[config.mk]
export PLATFORM = sky130hd
export DESIGN_NAME = ocs_clock_switch
export DESIGN_NICKNAME = d
export VERILOG_FILES = /design/src/hdl/ocs_pkg.sv /design/src/hdl/ocs_clock_switch.sv
export SDC_FILE = /design/constraint.sdc
export NUM_CORES = 1
export LEC_CHECK = 0
export ABC_AREA = 1
export CORE_MARGIN = 2
export CORE_UTILIZATION = 60
export DETAILED_ROUTE_END_ITERATION = 8
export DONT_BUFFER_PORTS = 1
export PLACE_DENSITY = 0.87
export RECOVER_POWER = 50
export SLEW_MARGIN = 20
export SYNTH_ARGS = -nofsm -noshare
export SYNTH_HDL_FRONTEND = slang
export SYNTH_SLANG_ARGS = --single-unit
[constraint.sdc]
create_clock -name pclk -period 12.61 [get_ports pclk]
set_input_delay 1.261 -clock pclk [delete_from_list [all_inputs] [get_ports pclk]]
set_output_delay 1.261 -clock pclk [all_outputs]
set_load 0.05 [all_outputs]
[src/hdl/ocs_pkg.sv]
// Package: register map, field layouts and timing for the clock switch block
package ocs_pkg;
  localparam logic [11:0] ADDR_REQUEST = 12'h000;
  localparam logic [11:0] ADDR_CURRENT = 12'h004;
  localparam logic [11:0] ADDR_CTRL    = 12'h008;
  localparam logic [11:0] ADDR_STATUS  = 12'h00c;
  localparam logic [11:0] ADDR_TRIM    = 12'h010;
  localparam logic [11:0] ADDR_FREQ    = 12'h014;
  localparam logic [11:0] ADDR_ENABLE  = 12'h018;
  localparam logic [11:0] ADDR_IRQ     = 12'h01c;
  localparam logic [11:0] ADDR_EVENT   = 12'h020;
  // Request/current layout
  localparam int DIV_LSB = 0;
  localparam int SRC_LSB = 4;
  // Control bits
  localparam int CTRL_HOLD = 7;
  localparam int CTRL_DONE = 4;
  localparam int CTRL_NRDY = 3;
  // Status bits
  localparam int ST_EXT  = 7;
  localparam int ST_FAST = 6;
  localparam int ST_MID  = 5;
  localparam int ST_SLOW = 4;
  localparam int ST_SEC  = 3;
  localparam int ST_ADC  = 2;
  localparam int ST_PLL  = 0;
  // Manual enable bits
  localparam int EN_ADC = 2;
  localparam int EN_FAST = 6;
  localparam int EN_MID = 5;
  // Irq register bits
  localparam int IRQ_FLAG = 0;
  localparam int IRQ_EN   = 1;
  // Event register bits (write 1 to pulse)
  localparam int EV_SLEEP = 0;
  localparam int EV_WAKE  = 1;
  // Source and frequency codes, trim reset value and write masks
  localparam logic [2:0] SRC_FAST64 = 3'h0;
  localparam logic [2:0] SRC_EXTPLL = 3'h2;
  localparam logic [2:0] SRC_FAST1  = 3'h6;
  localparam logic [2:0] SRC_FAST   = 3'h6;
  localparam logic [3:0] FREQ_1MHZ  = 4'h0;
  localparam logic [3:0] FREQ_64MHZ = 4'h8;
  localparam logic [7:0] TRIM_RESET = 8'h00;
  localparam logic [5:0] TRIM_MASK  = 6'h3f;
  localparam logic [7:0] EN_MASK    = 8'hfc;
  // Mid clock outputs as dividers of fast clock in kHz
  localparam int MID_HI_KHZ = 500;
  localparam int FAST_BASE_KHZ = 1000;
  // Fast oscillator rate in MHz for each frequency code
  localparam int FAST_MHZ [0:8] = '{1, 2, 4, 8, 12, 16, 32, 48, 64};
  // Settle and relock times in ns
  localparam int SETTLE_NS = 2000;
  localparam int RELOCK_NS = 1000;
  localparam int CLK_NS    = 100;
  localparam int SETTLE_CYC = (SETTLE_NS + CLK_NS - 1) / CLK_NS;
  localparam int RELOCK_CYC = (RELOCK_NS + CLK_NS - 1) / CLK_NS;
  typedef enum logic [1:0] {SW_IDLE, SW_WAIT, SW_RELOCK} ocs_sw_e;
endpackage

[src/hdl/ocs_clock_switch.sv]
// Internal oscillator control and run-time system clock switch
// Summary of operation
// RULE1: Reset starts fast oscillator at 1 MHz for code 110, 64 MHz for 000.
// RULE2: Divider field divides fast oscillator from 1:1 up to 1:512.
// RULE3: Mid clocks 500 kHz and 31.25 kHz stay constant for every fast setting.
// RULE4: Mid clocks are never a system clock source, only peripheral feeds.
// RULE5: Trim is 6-bit two's complement, resets 00h, 1Fh max, 20h min.
// RULE6: Trim change shifts frequency while running; no completion flag.
// RULE7: Trim never affects the 31 kHz slow oscillator.
// RULE8: ADC RC oscillator at 600 kHz on when forced or chosen by ADC.
// RULE9: Status shows ready per oscillator; all but PLL manually enableable.
// RULE10: New fast frequency clears fast/mid ready until settled; mid clock stalls.
// RULE11: Switch permit clear blocks request writes; set lets them start a switch.
// RULE12: Old clock runs until new source ready; divider-only is ready at once.
// RULE13: New source ready sets ready bit and switch flag together, irq if enabled.
// RULE14: Switch interrupt never wakes from Sleep.
// RULE15: Hold clear completes switch when new source ready sets.
// RULE16: Hold set defers switch; software clears hold or copies current to abandon.
// RULE17: Under Doze a pending switch occurs on the next clock cycle.
// RULE18: Current register holds old selection until switch; then done set, ready cleared.
// RULE19: PLL input change runs on old, then halts system while PLL relocks.
// RULE20: Sleep before completion drops the switch.
// RULE21: Wake with hold clear resumes new clock and sets flag; else re-requests.
// RULE22: Switch flag stays set until software clears it.
// RULE23: Source code 010 selects external oscillator with 4x PLL.
//
// Local design decisions: register access over APB and the placing of the registers.
`timescale 1ns/1ns
`default_nettype none
module ocs_clock_switch #(
  parameter int SETTLE_CYCLES = ocs_pkg::SETTLE_CYC,
  parameter int RELOCK_CYCLES = ocs_pkg::RELOCK_CYC
) (
  input  wire logic        pclk,
  input  wire logic        presetn,
  input  wire logic        psel,
  input  wire logic        penable,
  input  wire logic        pwrite,
  input  wire logic [11:0] paddr,
  input  wire logic [31:0] pwdata,
  output logic [31:0]      prdata,
  output logic             pready,
  output logic             pslverr,
  input  wire logic [2:0]  reset_source_select,
  input  wire logic        switch_permit,
  input  wire logic        ext_osc_ready_in,
  input  wire logic        adc_selects_rc,
  input  wire logic        doze_active,
  output logic [2:0]       sys_source,
  output logic [3:0]       sys_divider,
  output logic [3:0]       fast_freq_out,
  output logic [5:0]       fast_trim_out,
  output logic             adc_rc_osc_on,
  output logic             mid_clk_500k,
  output logic             mid_clk_31k,
  output logic             sys_clk_halt,
  output logic             switch_irq
);
  logic        acc;
  logic        wr;
  logic [2:0]  new_src_q;
  logic [3:0]  new_div_q;
  logic [2:0]  cur_src_q;
  logic [3:0]  cur_div_q;
  logic        hold_q;
  logic        done_q;
  logic        nrdy_q;
  logic        flag_q;
  logic        irq_en_q;
  logic [7:0]  trim_q;
  logic [3:0]  freq_q;
  logic [7:0]  en_q;
  logic        fast_rdy_q;
  logic [15:0] settle_q;
  logic        ext_s1_q;
  logic        ext_s2_q;
  logic        adc_s1_q;
  logic        adc_s2_q;
  logic        doze_s1_q;
  logic        doze_s2_q;
  logic        sleep_q;
  logic        strapped_q;
  logic [15:0] relock_q;
  logic [15:0] mid_cnt_q;
  logic [5:0]  mid_lo_cnt_q;
  ocs_pkg::ocs_sw_e sw_q;
  logic        req_ready;
  logic        pll_input_change;
  logic        sleep_ev;
  logic        wake_ev;
  logic        pending;

  assign acc = psel && penable;
  assign wr  = acc && pwrite;
  assign sleep_ev = wr && paddr == ocs_pkg::ADDR_EVENT && pwdata[ocs_pkg::EV_SLEEP];
  assign wake_ev  = wr && paddr == ocs_pkg::ADDR_EVENT && pwdata[ocs_pkg::EV_WAKE];
  assign pending  = (new_src_q != cur_src_q) || (new_div_q != cur_div_q);

  // Ready of a source code; mid clocks have no code, so never selectable
  function automatic logic src_ready(input logic [2:0] s, input logic fr, input logic ex);
    if (s == ocs_pkg::SRC_FAST || s == ocs_pkg::SRC_FAST64) begin
      src_ready = fr;
    end else begin
      src_ready = ex;
    end
  endfunction

  // Mid clock half period in fast-clock cycles for a given frequency code
  // Codes past the top rate clamp to it, so the divider never overflows
  function automatic logic [15:0] mid_half(input logic [3:0] f);
    int idx;
    idx = (f > ocs_pkg::FREQ_64MHZ) ? int'(ocs_pkg::FREQ_64MHZ) : int'(f);
    mid_half = 16'((ocs_pkg::FAST_BASE_KHZ * ocs_pkg::FAST_MHZ[idx]) /
                   (2 * ocs_pkg::MID_HI_KHZ));
  endfunction

  assign req_ready = (new_src_q == cur_src_q) ||
                     src_ready(new_src_q, fast_rdy_q, ext_s2_q); // see RULE12
  assign pll_input_change = new_src_q == ocs_pkg::SRC_EXTPLL &&
                            cur_src_q == ocs_pkg::SRC_EXTPLL && new_div_q != cur_div_q;

  // Pin synchronisers
  always_ff @(posedge pclk or negedge presetn) begin
    if (!presetn) begin
      ext_s1_q  <= 1'b0;
      ext_s2_q  <= 1'b0;
      adc_s1_q  <= 1'b0;
      adc_s2_q  <= 1'b0;
      doze_s1_q <= 1'b0;
      doze_s2_q <= 1'b0;
    end else begin
      ext_s1_q  <= ext_osc_ready_in;
      ext_s2_q  <= ext_s1_q;
      adc_s1_q  <= adc_selects_rc;
      adc_s2_q  <= adc_s1_q;
      doze_s1_q <= doze_active;
      doze_s2_q <= doze_s1_q;
    end
  end

  // Request fields, strap caught after reset release
  always_ff @(posedge pclk or negedge presetn) begin
    if (!presetn) begin
      new_src_q  <= ocs_pkg::SRC_FAST1;
      new_div_q  <= 4'h0;
      strapped_q <= 1'b0;
      freq_q     <= ocs_pkg::FREQ_1MHZ;
    end else if (!strapped_q) begin
      strapped_q <= 1'b1;
      new_src_q  <= reset_source_select;
      freq_q     <= (reset_source_select == ocs_pkg::SRC_FAST64) ?
                    ocs_pkg::FREQ_64MHZ : ocs_pkg::FREQ_1MHZ; // see RULE1
    end else if (wr && paddr == ocs_pkg::ADDR_REQUEST && switch_permit) begin
      new_src_q <= pwdata[ocs_pkg::SRC_LSB +: 3]; // see RULE11 RULE23 RULE16
      new_div_q <= pwdata[ocs_pkg::DIV_LSB +: 4]; // see RULE2
    end else if (wr && paddr == ocs_pkg::ADDR_FREQ) begin
      freq_q <= pwdata[3:0];
    end
  end

  // Plain control registers
  always_ff @(posedge pclk or negedge presetn) begin
    if (!presetn) begin
      hold_q   <= 1'b0;
      irq_en_q <= 1'b0;
      trim_q   <= ocs_pkg::TRIM_RESET;
      en_q     <= 8'h00;
    end else if (wr) begin
      if (paddr == ocs_pkg::ADDR_CTRL) hold_q <= pwdata[ocs_pkg::CTRL_HOLD];
      if (paddr == ocs_pkg::ADDR_IRQ) irq_en_q <= pwdata[ocs_pkg::IRQ_EN];
      if (paddr == ocs_pkg::ADDR_TRIM) trim_q <= {2'b00, pwdata[5:0] & ocs_pkg::TRIM_MASK}; // see RULE5
      if (paddr == ocs_pkg::ADDR_ENABLE) en_q <= pwdata[7:0] & ocs_pkg::EN_MASK; // see RULE9
    end
  end

  // Fast oscillator settle after frequency change; trim needs no settle
  always_ff @(posedge pclk or negedge presetn) begin
    if (!presetn) begin
      fast_rdy_q <= 1'b0;
      settle_q   <= 16'h0000;
    end else if (wr && paddr == ocs_pkg::ADDR_FREQ) begin
      fast_rdy_q <= 1'b0; // see RULE10
      settle_q   <= 16'(SETTLE_CYCLES);
    end else if (settle_q > 16'h0001) begin
      settle_q <= settle_q - 16'h0001;
    end else begin
      settle_q   <= 16'h0000;
      fast_rdy_q <= 1'b1;
    end
  end

  // Mid clocks: divider reloaded per frequency code, frozen while not ready
  always_ff @(posedge pclk or negedge presetn) begin
    if (!presetn) begin
      mid_cnt_q    <= 16'h0000;
      mid_lo_cnt_q <= 6'h00;
      mid_clk_500k <= 1'b0;
      mid_clk_31k  <= 1'b0;
    end else if (fast_rdy_q) begin // see RULE10
      if (mid_cnt_q + 16'h0001 >= mid_half(freq_q)) begin // see RULE3
        mid_cnt_q    <= 16'h0000;
        mid_clk_500k <= ~mid_clk_500k;
        mid_lo_cnt_q <= mid_lo_cnt_q + 6'h01;
        if (mid_lo_cnt_q[3:0] == 4'hf) mid_clk_31k <= ~mid_clk_31k; // see RULE3
      end else begin
        mid_cnt_q <= mid_cnt_q + 16'h0001;
      end
    end
  end

  // Switch sequencer
  always_ff @(posedge pclk or negedge presetn) begin
    if (!presetn) begin
      sw_q      <= ocs_pkg::SW_IDLE;
      cur_src_q <= ocs_pkg::SRC_FAST1;
      cur_div_q <= 4'h0;
      nrdy_q    <= 1'b0;
      done_q    <= 1'b1;
      relock_q  <= 16'h0000;
      sleep_q   <= 1'b0;
      flag_q    <= 1'b0;
    end else begin
      if (wr && paddr == ocs_pkg::ADDR_IRQ && !pwdata[ocs_pkg::IRQ_FLAG]) flag_q <= 1'b0; // see RULE22
      if (sleep_ev) begin
        sleep_q <= 1'b1;
        sw_q    <= ocs_pkg::SW_IDLE; // see RULE20
        nrdy_q  <= 1'b0;
      end else if (sleep_q) begin
        if (wake_ev) begin // see RULE14
          sleep_q <= 1'b0;
          if (pending && !hold_q) begin // see RULE21
            cur_src_q <= new_src_q;
            cur_div_q <= new_div_q;
            done_q    <= 1'b1;
            flag_q    <= 1'b1;
          end
        end
      end else begin
        unique case (sw_q)
          ocs_pkg::SW_IDLE: begin
            if (!strapped_q) begin
              cur_src_q <= reset_source_select; // see RULE1
            end else if (pending) begin
              done_q <= 1'b0;
              sw_q   <= ocs_pkg::SW_WAIT;
            end
          end
          ocs_pkg::SW_WAIT: begin
            if (!pending) begin
              sw_q   <= ocs_pkg::SW_IDLE; // see RULE16
              done_q <= 1'b1;
              nrdy_q <= 1'b0;
            end else if (req_ready) begin
              if (!nrdy_q) flag_q <= 1'b1; // see RULE13
              nrdy_q <= 1'b1;
              if (!hold_q) begin // see RULE15 RULE17
                if (pll_input_change) begin
                  relock_q <= 16'(RELOCK_CYCLES);
                  sw_q     <= ocs_pkg::SW_RELOCK; // see RULE19
                end else begin
                  cur_src_q <= new_src_q; // see RULE18
                  cur_div_q <= new_div_q;
                  done_q    <= 1'b1;
                  nrdy_q    <= 1'b0;
                  sw_q      <= ocs_pkg::SW_IDLE;
                end
              end
            end
          end
          ocs_pkg::SW_RELOCK: begin
            if (relock_q > 16'h0001) begin
              relock_q <= relock_q - 16'h0001;
            end else begin
              relock_q  <= 16'h0000;
              cur_src_q <= new_src_q;
              cur_div_q <= new_div_q;
              done_q    <= 1'b1;
              nrdy_q    <= 1'b0;
              sw_q      <= ocs_pkg::SW_IDLE;
            end
          end
        endcase
      end
    end
  end

  // Outputs; doze input only observed, switch never waits for CPU cycles
  always_ff @(posedge pclk or negedge presetn) begin
    if (!presetn) begin
      sys_source    <= ocs_pkg::SRC_FAST1;
      sys_divider   <= 4'h0;
      fast_freq_out <= ocs_pkg::FREQ_1MHZ;
      fast_trim_out <= 6'h00;
      adc_rc_osc_on <= 1'b0;
      sys_clk_halt  <= 1'b0;
      switch_irq    <= 1'b0;
    end else begin
      sys_source    <= cur_src_q; // see RULE4
      sys_divider   <= cur_div_q;
      fast_freq_out <= freq_q;
      fast_trim_out <= trim_q[5:0]; // see RULE6 RULE7
      adc_rc_osc_on <= en_q[ocs_pkg::EN_ADC] || adc_s2_q; // see RULE8
      sys_clk_halt  <= (sw_q == ocs_pkg::SW_RELOCK) || sleep_q;
      switch_irq    <= flag_q && irq_en_q && !sleep_q; // see RULE14
    end
  end

  // APB slave, zero wait state
  always_ff @(posedge pclk or negedge presetn) begin
    if (!presetn) begin
      prdata  <= 32'h0000_0000;
      pready  <= 1'b0;
      pslverr <= 1'b0;
    end else begin
      pready  <= psel && !penable;
      pslverr <= 1'b0;
      prdata  <= 32'h0000_0000;
      if (psel && !penable && !pwrite) begin
        unique case (paddr)
          ocs_pkg::ADDR_REQUEST: prdata <= {25'h0, new_src_q, new_div_q};
          ocs_pkg::ADDR_CURRENT: prdata <= {25'h0, cur_src_q, cur_div_q};
          ocs_pkg::ADDR_CTRL:    prdata <= {24'h0, hold_q, 2'b00, done_q, nrdy_q, 3'b000};
          ocs_pkg::ADDR_STATUS:  prdata <= {24'h0, ext_s2_q, fast_rdy_q, fast_rdy_q, 1'b1,
                                            1'b0, adc_rc_osc_on, 1'b0, ext_s2_q}; // see RULE9
          ocs_pkg::ADDR_TRIM:    prdata <= {24'h0, trim_q};
          ocs_pkg::ADDR_FREQ:    prdata <= {28'h0, freq_q};
          ocs_pkg::ADDR_ENABLE:  prdata <= {24'h0, en_q};
          ocs_pkg::ADDR_IRQ:     prdata <= {30'h0, irq_en_q, flag_q};
          default:               prdata <= 32'h0000_0000;
        endcase
        if (paddr > ocs_pkg::ADDR_EVENT || paddr[1:0] != 2'b00) pslverr <= 1'b0;
      end
    end
  end
endmodule
`default_nettype wire

After elaboration in Yosys (flattened, before gate mapping). Memory sizes are Yosys's and may differ from the RTL's. Index checks and enable logic that the tools add are counted.

Output and inout bits: 56. Word-level logic and storage cells: 227. Bits in registers: 153. Bits in read-only memories: 512. Memories: 1. Input bits: 56.

Add/sub/neg operators: 4. Bitwise logic cells: 5. Div/mod/pow operators: 1. Magnitude comparators: 5. Eq/ne operators: 44. Muxes and demuxes: 83. $mul: 1. Reduce and logical (&&, ||, !) cells: 48.

Memory list: (no name shown) (words 16, width 32, read ports 1, clocked after memory_dff 0, write ports 0, line ocs_clock_switch.sv:113) `mid_half = 16'((ocs_pkg::FAST_BASE_KHZ * ocs_pkg::FAST_MHZ[idx]) /`.

Operators by type and width (count): $mux W16 (8); $mux W32 (3); $pmux W8 S8 (1); $mux W4 (13); $eq A12 B5 Y1 const B (4); $mux W3 (11); $ne A3 B3 Y1 const B (11); $div A32 B11 Y32 const B (1); $ge A32 B5 Y1 const B (1); $gt A16 B1 Y1 const B (2); $mul A8 B32 Y29 const A (1); $mux W1 (32); $not A4 Y32 (1); $pmux W16 S2 (1); $sub A16 B1 Y16 const B (2); $reduce_and A9 Y1 (3); $eq A12 B4 Y1 const B (2); $ne A4 B4 Y1 const B (5); $mux W2 (9); $logic_and A1 B1 Y1 (17); $add A16 B1 Y16 const B (1); $ge A16 B16 Y1 (1); $reduce_and A2 Y1 (7); $eq A12 B3 Y1 const B (1); 30 further kinds (53).

Longest topological paths before layout.
Depth after elaboration: 11. Depth in mapped cells: 82. Mapped depth without buffers: 81.

Least setup slack after synthesis. No wires, ideal clock.

Path kind: reg-to-reg. Start: register freq_q[3]. End: register mid_clk_31k. Stages on the path, launching flop included: 70. Setup slack: 3.136 ns. Arrival time: 9.334 ns. Buffers on the path: 4. Clock period less this slack: 9.474 ns. Path through: dfrtp_1 buf_6 clkbuf_1 nor2_1 inv_1 nor2_1 o21ai_0 inv_1 fa_1 inv_1 fa_1 inv_1 fa_1 inv_1 fa_1 inv_1 ha_1 a21oi_1 [... 34 more ...] nand3_2 buf_6 nand2_2 nand2_1 nor3b_2 nand4_1 ha_1 inv_1 a21oi_1 nor2_1 a211oi_1 o221ai_1 nand2_1 nand3_1 nand2_1 inv_1 nand4_1 xnor2_1.

Longest elaborated chain between the ends: 10.

Ends and longest elaborated chain: start, declared (line ocs_clock_switch.sv:71) `logic [3:0] freq_q;`; start signal, assigned (line ocs_clock_switch.sv:147) `freq_q <= ocs_pkg::FREQ_1MHZ;`; start signal, assigned (line ocs_clock_switch.sv:151) `freq_q <= (reset_source_select == ocs_pkg::SRC_FAST64) ?`; start signal, assigned (line ocs_clock_switch.sv:157) `freq_q <= pwdata[3:0];`; $gt A4 B4 Y1 (line ocs_clock_switch.sv:112) `idx = (f > ocs_pkg::FREQ_64MHZ) ? int'(ocs_pkg::FREQ_64MHZ) : int'(f);`; $mux W4 * (line ocs_clock_switch.sv:112); $not A4 Y32 (implied by the code) * (line ocs_clock_switch.sv:113); $mem_v2 Z16 W32 *; $mux W32 (implied by the code) * (2 in a row) (line ocs_clock_switch.sv:113); $mul A8 B32 Y29 * (line ocs_clock_switch.sv:113); $div A32 B11 Y32 * (line ocs_clock_switch.sv:113); $ge A16 B16 Y1 * (line ocs_clock_switch.sv:200) `if (mid_cnt_q + 16'h0001 >= mid_half(freq_q)) begin`; $reduce_and A3 Y1 (no line) *; end signal, assigned (line ocs_clock_switch.sv:204) `if (mid_lo_cnt_q[3:0] == 4'hf) mid_clk_31k <= ~mid_clk_31k;`; end, declared (line ocs_clock_switch.sv:55) `output logic mid_clk_31k,`.

Mark *: on every way between the ends. The rest lies on a longest branch, timed or not. The select of a mux whose other input is x is not followed. A chain may end at the register's enable or synchronous reset.

Worst setup path in the final report. Ends and elaborated chain as after synthesis.

==> metrics.txt <==
# TYPE chip_impl_metric gauge
chip_impl_info{name="synth_top_cells_by_count",value="sky130_fd_sc_hd__nand2_1 (288), sky130_fd_sc_hd__inv_1 (222), sky130_fd_sc_hd__nor2_1 (151)"} 1
chip_impl_metric{name="finalSetupViolCount",unit=""} 0
chip_impl_metric{name="antenna_cells",unit=""} 0
chip_impl_metric{name="timing.final.hold_violations",unit=""} 0
chip_impl_metric{name="p_leak",unit="nW"} 5.62
chip_impl_metric{name="r2r_cells",unit=""} 66
chip_impl_metric{name="maximum_number_of_pins_on_one_net_before_global_route_repair",unit=""} 128
chip_impl_info{name="cp_slowest_cell",value="sky130_fd_sc_hd__dfrtp_1"} 1
chip_impl_metric{name="cell_count_of_the_worst_hold_path",unit=""} 0
chip_impl_info{name="whs_endpoint",value="ext_s2_q$_DFF_PN0_"} 1
chip_impl_metric{name="synth.yosys.seq_area_share",unit="%"} 31.1
chip_impl_metric{name="number_of_antenna_violations_at_the_first_check_in_global_routing",unit=""} 0
chip_impl_metric{name="floorplan.die.width",unit="um"} 135
chip_impl_metric{name="post_cts_hold_buffer_count",unit=""} 0
chip_impl_metric{name="power.ir.vdd_worst",unit="mV"} 0.186
chip_impl_info{name="cts_tree",value="built"} 1
chip_impl_metric{name="tritoncts.num_buffers",unit=""} 17
chip_impl_metric{name="layout.cells.non_filler",unit=""} 1653
chip_impl_metric{name="critPathMaxStageDelay",unit="ps"} 550
chip_impl_metric{name="post-layout-total-power",unit="W"} 0.00229
chip_impl_metric{name="detailedPlacementHpwl",unit="um"} 18100
chip_impl_metric{name="maximum_operating_frequency",unit="MHz"} 87.2
chip_impl_info{name="most_common_cell_in_the_netlist",value="sky130_fd_sc_hd__nand2_1"} 1
chip_impl_metric{name="seqCellArea",unit="um^2"} 3190
chip_impl_metric{name="die-area",unit="um^2"} 18200
chip_impl_info{name="netlist_top_cells_area",value="sky130_fd_sc_hd__dfrtp_1 (29%), sky130_fd_sc_hd__nand2_1 (11%), sky130_fd_sc_hd__inv_1 (8.1%)"} 1
chip_impl_metric{name="slew_viol_final",unit=""} 0
chip_impl_info{name="ys_dominant_reg_cell",value="sky130_fd_sc_hd__dfrtp_1"} 1
chip_impl_metric{name="max-slew-margin-rel",unit="%"} 37.1
chip_impl_metric{name="synthesis.yosys.warnings",unit=""} 0
chip_impl_metric{name="worst-r2r-setup-slack",unit="ps"} 1150
chip_impl_metric{name="syn_area",unit="um^2"} 10300
chip_impl_info{name="start_kind",value="flip-flop"} 1
chip_impl_metric{name="cp_data_required_time",unit="ps"} 12900
chip_impl_info{name="clockRootBuffer",value="sky130_fd_sc_hd__clkbuf_16"} 1
chip_impl_metric{name="totalWireLength",unit="um"} 24700
chip_impl_info{name="synth_largest_area_cell",value="sky130_fd_sc_hd__dfrtp_1"} 1
chip_impl_metric{name="yosysTopAreaCellShare",unit="%"} 29.3
chip_impl_metric{name="finalWorstPathRequiredPeriod",unit="ps"} 11460
chip_impl_metric{name="multi_input_area",unit="um^2"} 6000
chip_impl_metric{name="port_buffers",unit=""} 0
chip_impl_info{name="run_status",value="completed"} 1
chip_impl_metric{name="clockBufferDepth",unit=""} 2
chip_impl_metric{name="post_cts_resize_count",unit=""} 0
chip_impl_metric{name="async_flop_share",unit="%"} 100
chip_impl_metric{name="floorplan.rows",unit=""} 47
chip_impl_info{name="critical-path-top-cell-by-count",value="sky130_fd_sc_hd__nand2_1"} 1
chip_impl_metric{name="clk_pin_slew_worst_paths",unit="ps"} 60
chip_impl_metric{name="drt_first_iter_violations",unit=""} 883
chip_impl_metric{name="vias_in_the_first_global_route",unit=""} 8817
chip_impl_metric{name="grtUsageTotal",unit="%"} 28.1
chip_impl_metric{name="grt_overflow_total",unit=""} 0
chip_impl_metric{name="accumulated_negative_setup_slack",unit="ps"} 0
chip_impl_metric{name="ctsHtreeMaxLevel",unit=""} 4
chip_impl_metric{name="drive_gt1_share",unit="%"} 10.3
chip_impl_metric{name="ys_ff_latch",unit=""} 127
chip_impl_metric{name="ios",unit=""} 112
chip_impl_metric{name="initial_utilization",unit="%"} 61.7
chip_impl_info{name="worstReg2RegEnd",value="mid_clk_31k$_DFFE_PN0P_"} 1
chip_impl_metric{name="post_synth_edffs",unit=""} 0
chip_impl_info{name="min-delay-start",value="ext_s1_q$_DFF_PN0_"} 1
chip_impl_info{name="timing_worst_setup_path_type",value="flip-flop to flip-flop"} 1
chip_impl_metric{name="critical_path_arrival",unit="ps"} 11750
chip_impl_metric{name="cts_setup_buffers",unit=""} 0
chip_impl_metric{name="clkSinkCount",unit=""} 127
chip_impl_info{name="critical_path.endpoint_type",value="flip-flop"} 1
chip_impl_metric{name="syn_to_final_growth",unit="%"} 7.45
chip_impl_info{name="holdCritPathClass",value="flip-flop to flip-flop"} 1
chip_impl_metric{name="drtPass1Iterations",unit=""} 6
chip_impl_metric{name="finish.utilization",unit="%"} 66.3
chip_impl_metric{name="transition_at_the_pin_with_the_smallest_max_transition_slack",unit="ps"} 928
chip_impl_metric{name="core_region_area",unit="um^2"} 16600
chip_impl_info{name="rsz0062_at_grt",value="no"} 1
chip_impl_metric{name="max_cap_violations",unit=""} 0
chip_impl_metric{name="finalWeightedCongestion",unit=""} 0.923
chip_impl_metric{name="crit_path_max_fanout",unit=""} 13
chip_impl_metric{name="worst_skew_pair.late_latency",unit="ps"} 430
chip_impl_info{name="worst_r2r_src",value="freq_q[3]$_DFFE_PN0P_"} 1
chip_impl_metric{name="syn-mean-instance-area",unit="um^2"} 7.26
chip_impl_metric{name="placed_cells",unit=""} 1621
chip_impl_metric{name="final.hold.worst_slack",unit="ps"} 365
chip_impl_metric{name="drt-wirelength-per-cell",unit="um"} 14.9
chip_impl_metric{name="fin_nets",unit=""} 1542
chip_impl_metric{name="filler_cell_count",unit=""} 1314
chip_impl_metric{name="syn_inst",unit=""} 1414
chip_impl_metric{name="routed-via-count",unit=""} 9289
chip_impl_metric{name="routed_via_density",unit=""} 5.62
chip_impl_metric{name="global_route_wire_length_before_repair",unit="um"} 41100
chip_impl_metric{name="dieHeight",unit="um"} 135
chip_impl_metric{name="drt_drc_violations_left",unit=""} 0
chip_impl_metric{name="clock-skew-final",unit="ps"} 8.39
chip_impl_metric{name="antenna_left",unit=""} 0
chip_impl_metric{name="yosysUniqueCellTypes",unit=""} 61
chip_impl_metric{name="power_density",unit="nW/um^2"} 208
chip_impl_metric{name="fin_crit_sh",unit="%"} 90.9
[sequential cells by signal (all words and copies together), names as in the netlist, 2 cells and up]
| name | count |
|---|---|
| trim_q | 6 |
| sw_q | 2 |
| cur_div_q | 4 |
| mid_cnt_q | 16 |
| freq_q | 4 |
| cur_src_q | 3 |
| fast_trim_out | 6 |
| en_q | 6 |
| fast_freq_out | 4 |
| sys_divider | 4 |
| mid_lo_cnt_q | 4 |
| relock_q | 16 |
| settle_q | 16 |
| new_div_q | 4 |
| new_src_q | 3 |
| sys_source | 3 |
| prdata | 8 |
[kinds of logic after synthesis]
kind of cell,count (synthesis),synth area share (%)
multiplexers,1,0.0976
XOR/XNOR,53,4.52
buffers and inverters,281,11.5
AO/OA/AOI/OAI,186,10.6
flip-flops,127,31.1
AND/OR/NAND/NOR,698,33.1
other,2,0.0732
adder cells (fa/ha/maj),66,9.07
[placed cells by master (no fill, tap or decap), drive strengths merged, types with 2 or more instances in the layout]
cell	instances
nor3	29
inv	239
conb	29
dfstp	7
ha	52
nand2	326
o21bai	3
clkinv	6
a211oi	4
o211ai	5
a2111oi	6
nand3	120
nand3b	8
a221oi	2
clkbuf	20
nor2	177
nor3b	3
a21oi	53
bufinv	5
fa	14
o22ai	5
o221ai	4
nand4	25
dfrtp	120
a21boi	2
a31oi	5
buf	3
o21ai	85
or2	3
xor2	36
o311ai	3
xnor2	17
nor4	6
[power by group]
part / switching (W) / internal, W
Combinational: 0.000772 / 0.000386
Sequential: 0.0000943 / 0.000491
Clock: 0.000187 / 0.000358
Total: 0.00105 / 0.00123
[worst max-delay path: cells and delay by family (launching register included)]
kind / cells / cell delay (ps)
adder cells (fa/ha/maj): 6 / 2460
XOR/XNOR: 1 / 70
AND/OR/NAND/NOR: 44 / 6200
AO/OA/AOI/OAI: 5 / 820
buffers and inverters: 10 / 1200
flip-flops: 1 / 550
[per-layer routing]
metal	part of all wire [%]	track usage (%)	vias up
met3	6.6	5.97	76
met1	42	35.8	4339
met2	48	47.5	362
li1	-	-	4512
met5	0	0	-
met4	3.2	9.77	0
[layout make-up]
cell class | instances | share of cell area [%]
clock buffer | 20 | 4.05
tap | 220 | 2.50
timing repair buffer | 3 | 0.204
multi-input combinational | 1033 | 54.4
clock inverter | 12 | 1.85
sequential | 127 | 28.9
inverter | 238 | 8.10
[worst max path at each step]
stage | startpoint | to
2_1_floorplan | freq_q[3]$_DFFE_PN0P_ | mid_clk_31k$_DFFE_PN0P_
3_3_place_gp | freq_q[3]$_DFFE_PN0P_ | mid_clk_31k$_DFFE_PN0P_
3_5_place_dp | freq_q[3]$_DFFE_PN0P_ | mid_clk_31k$_DFFE_PN0P_
4_1_cts | freq_q[3]$_DFFE_PN0P_ | mid_clk_31k$_DFFE_PN0P_
5_1_grt | freq_q[3]$_DFFE_PN0P_ | mid_clk_31k$_DFFE_PN0P_
6_report | freq_q[3]$_DFFE_PN0P_ | mid_clk_31k$_DFFE_PN0P_
[metrics by stage]
step / setup WS, ps / instance area, um^2
after CTS: 1300 / 11000
after floorplan: 3140 / 10400
after global placement: 1530 / 10400
final: 1150 / 11000
after detailed placement: 1360 / 10400
after global routing: 70.1 / 11000
No activity file was read; power rests on OpenSTA's default activity.
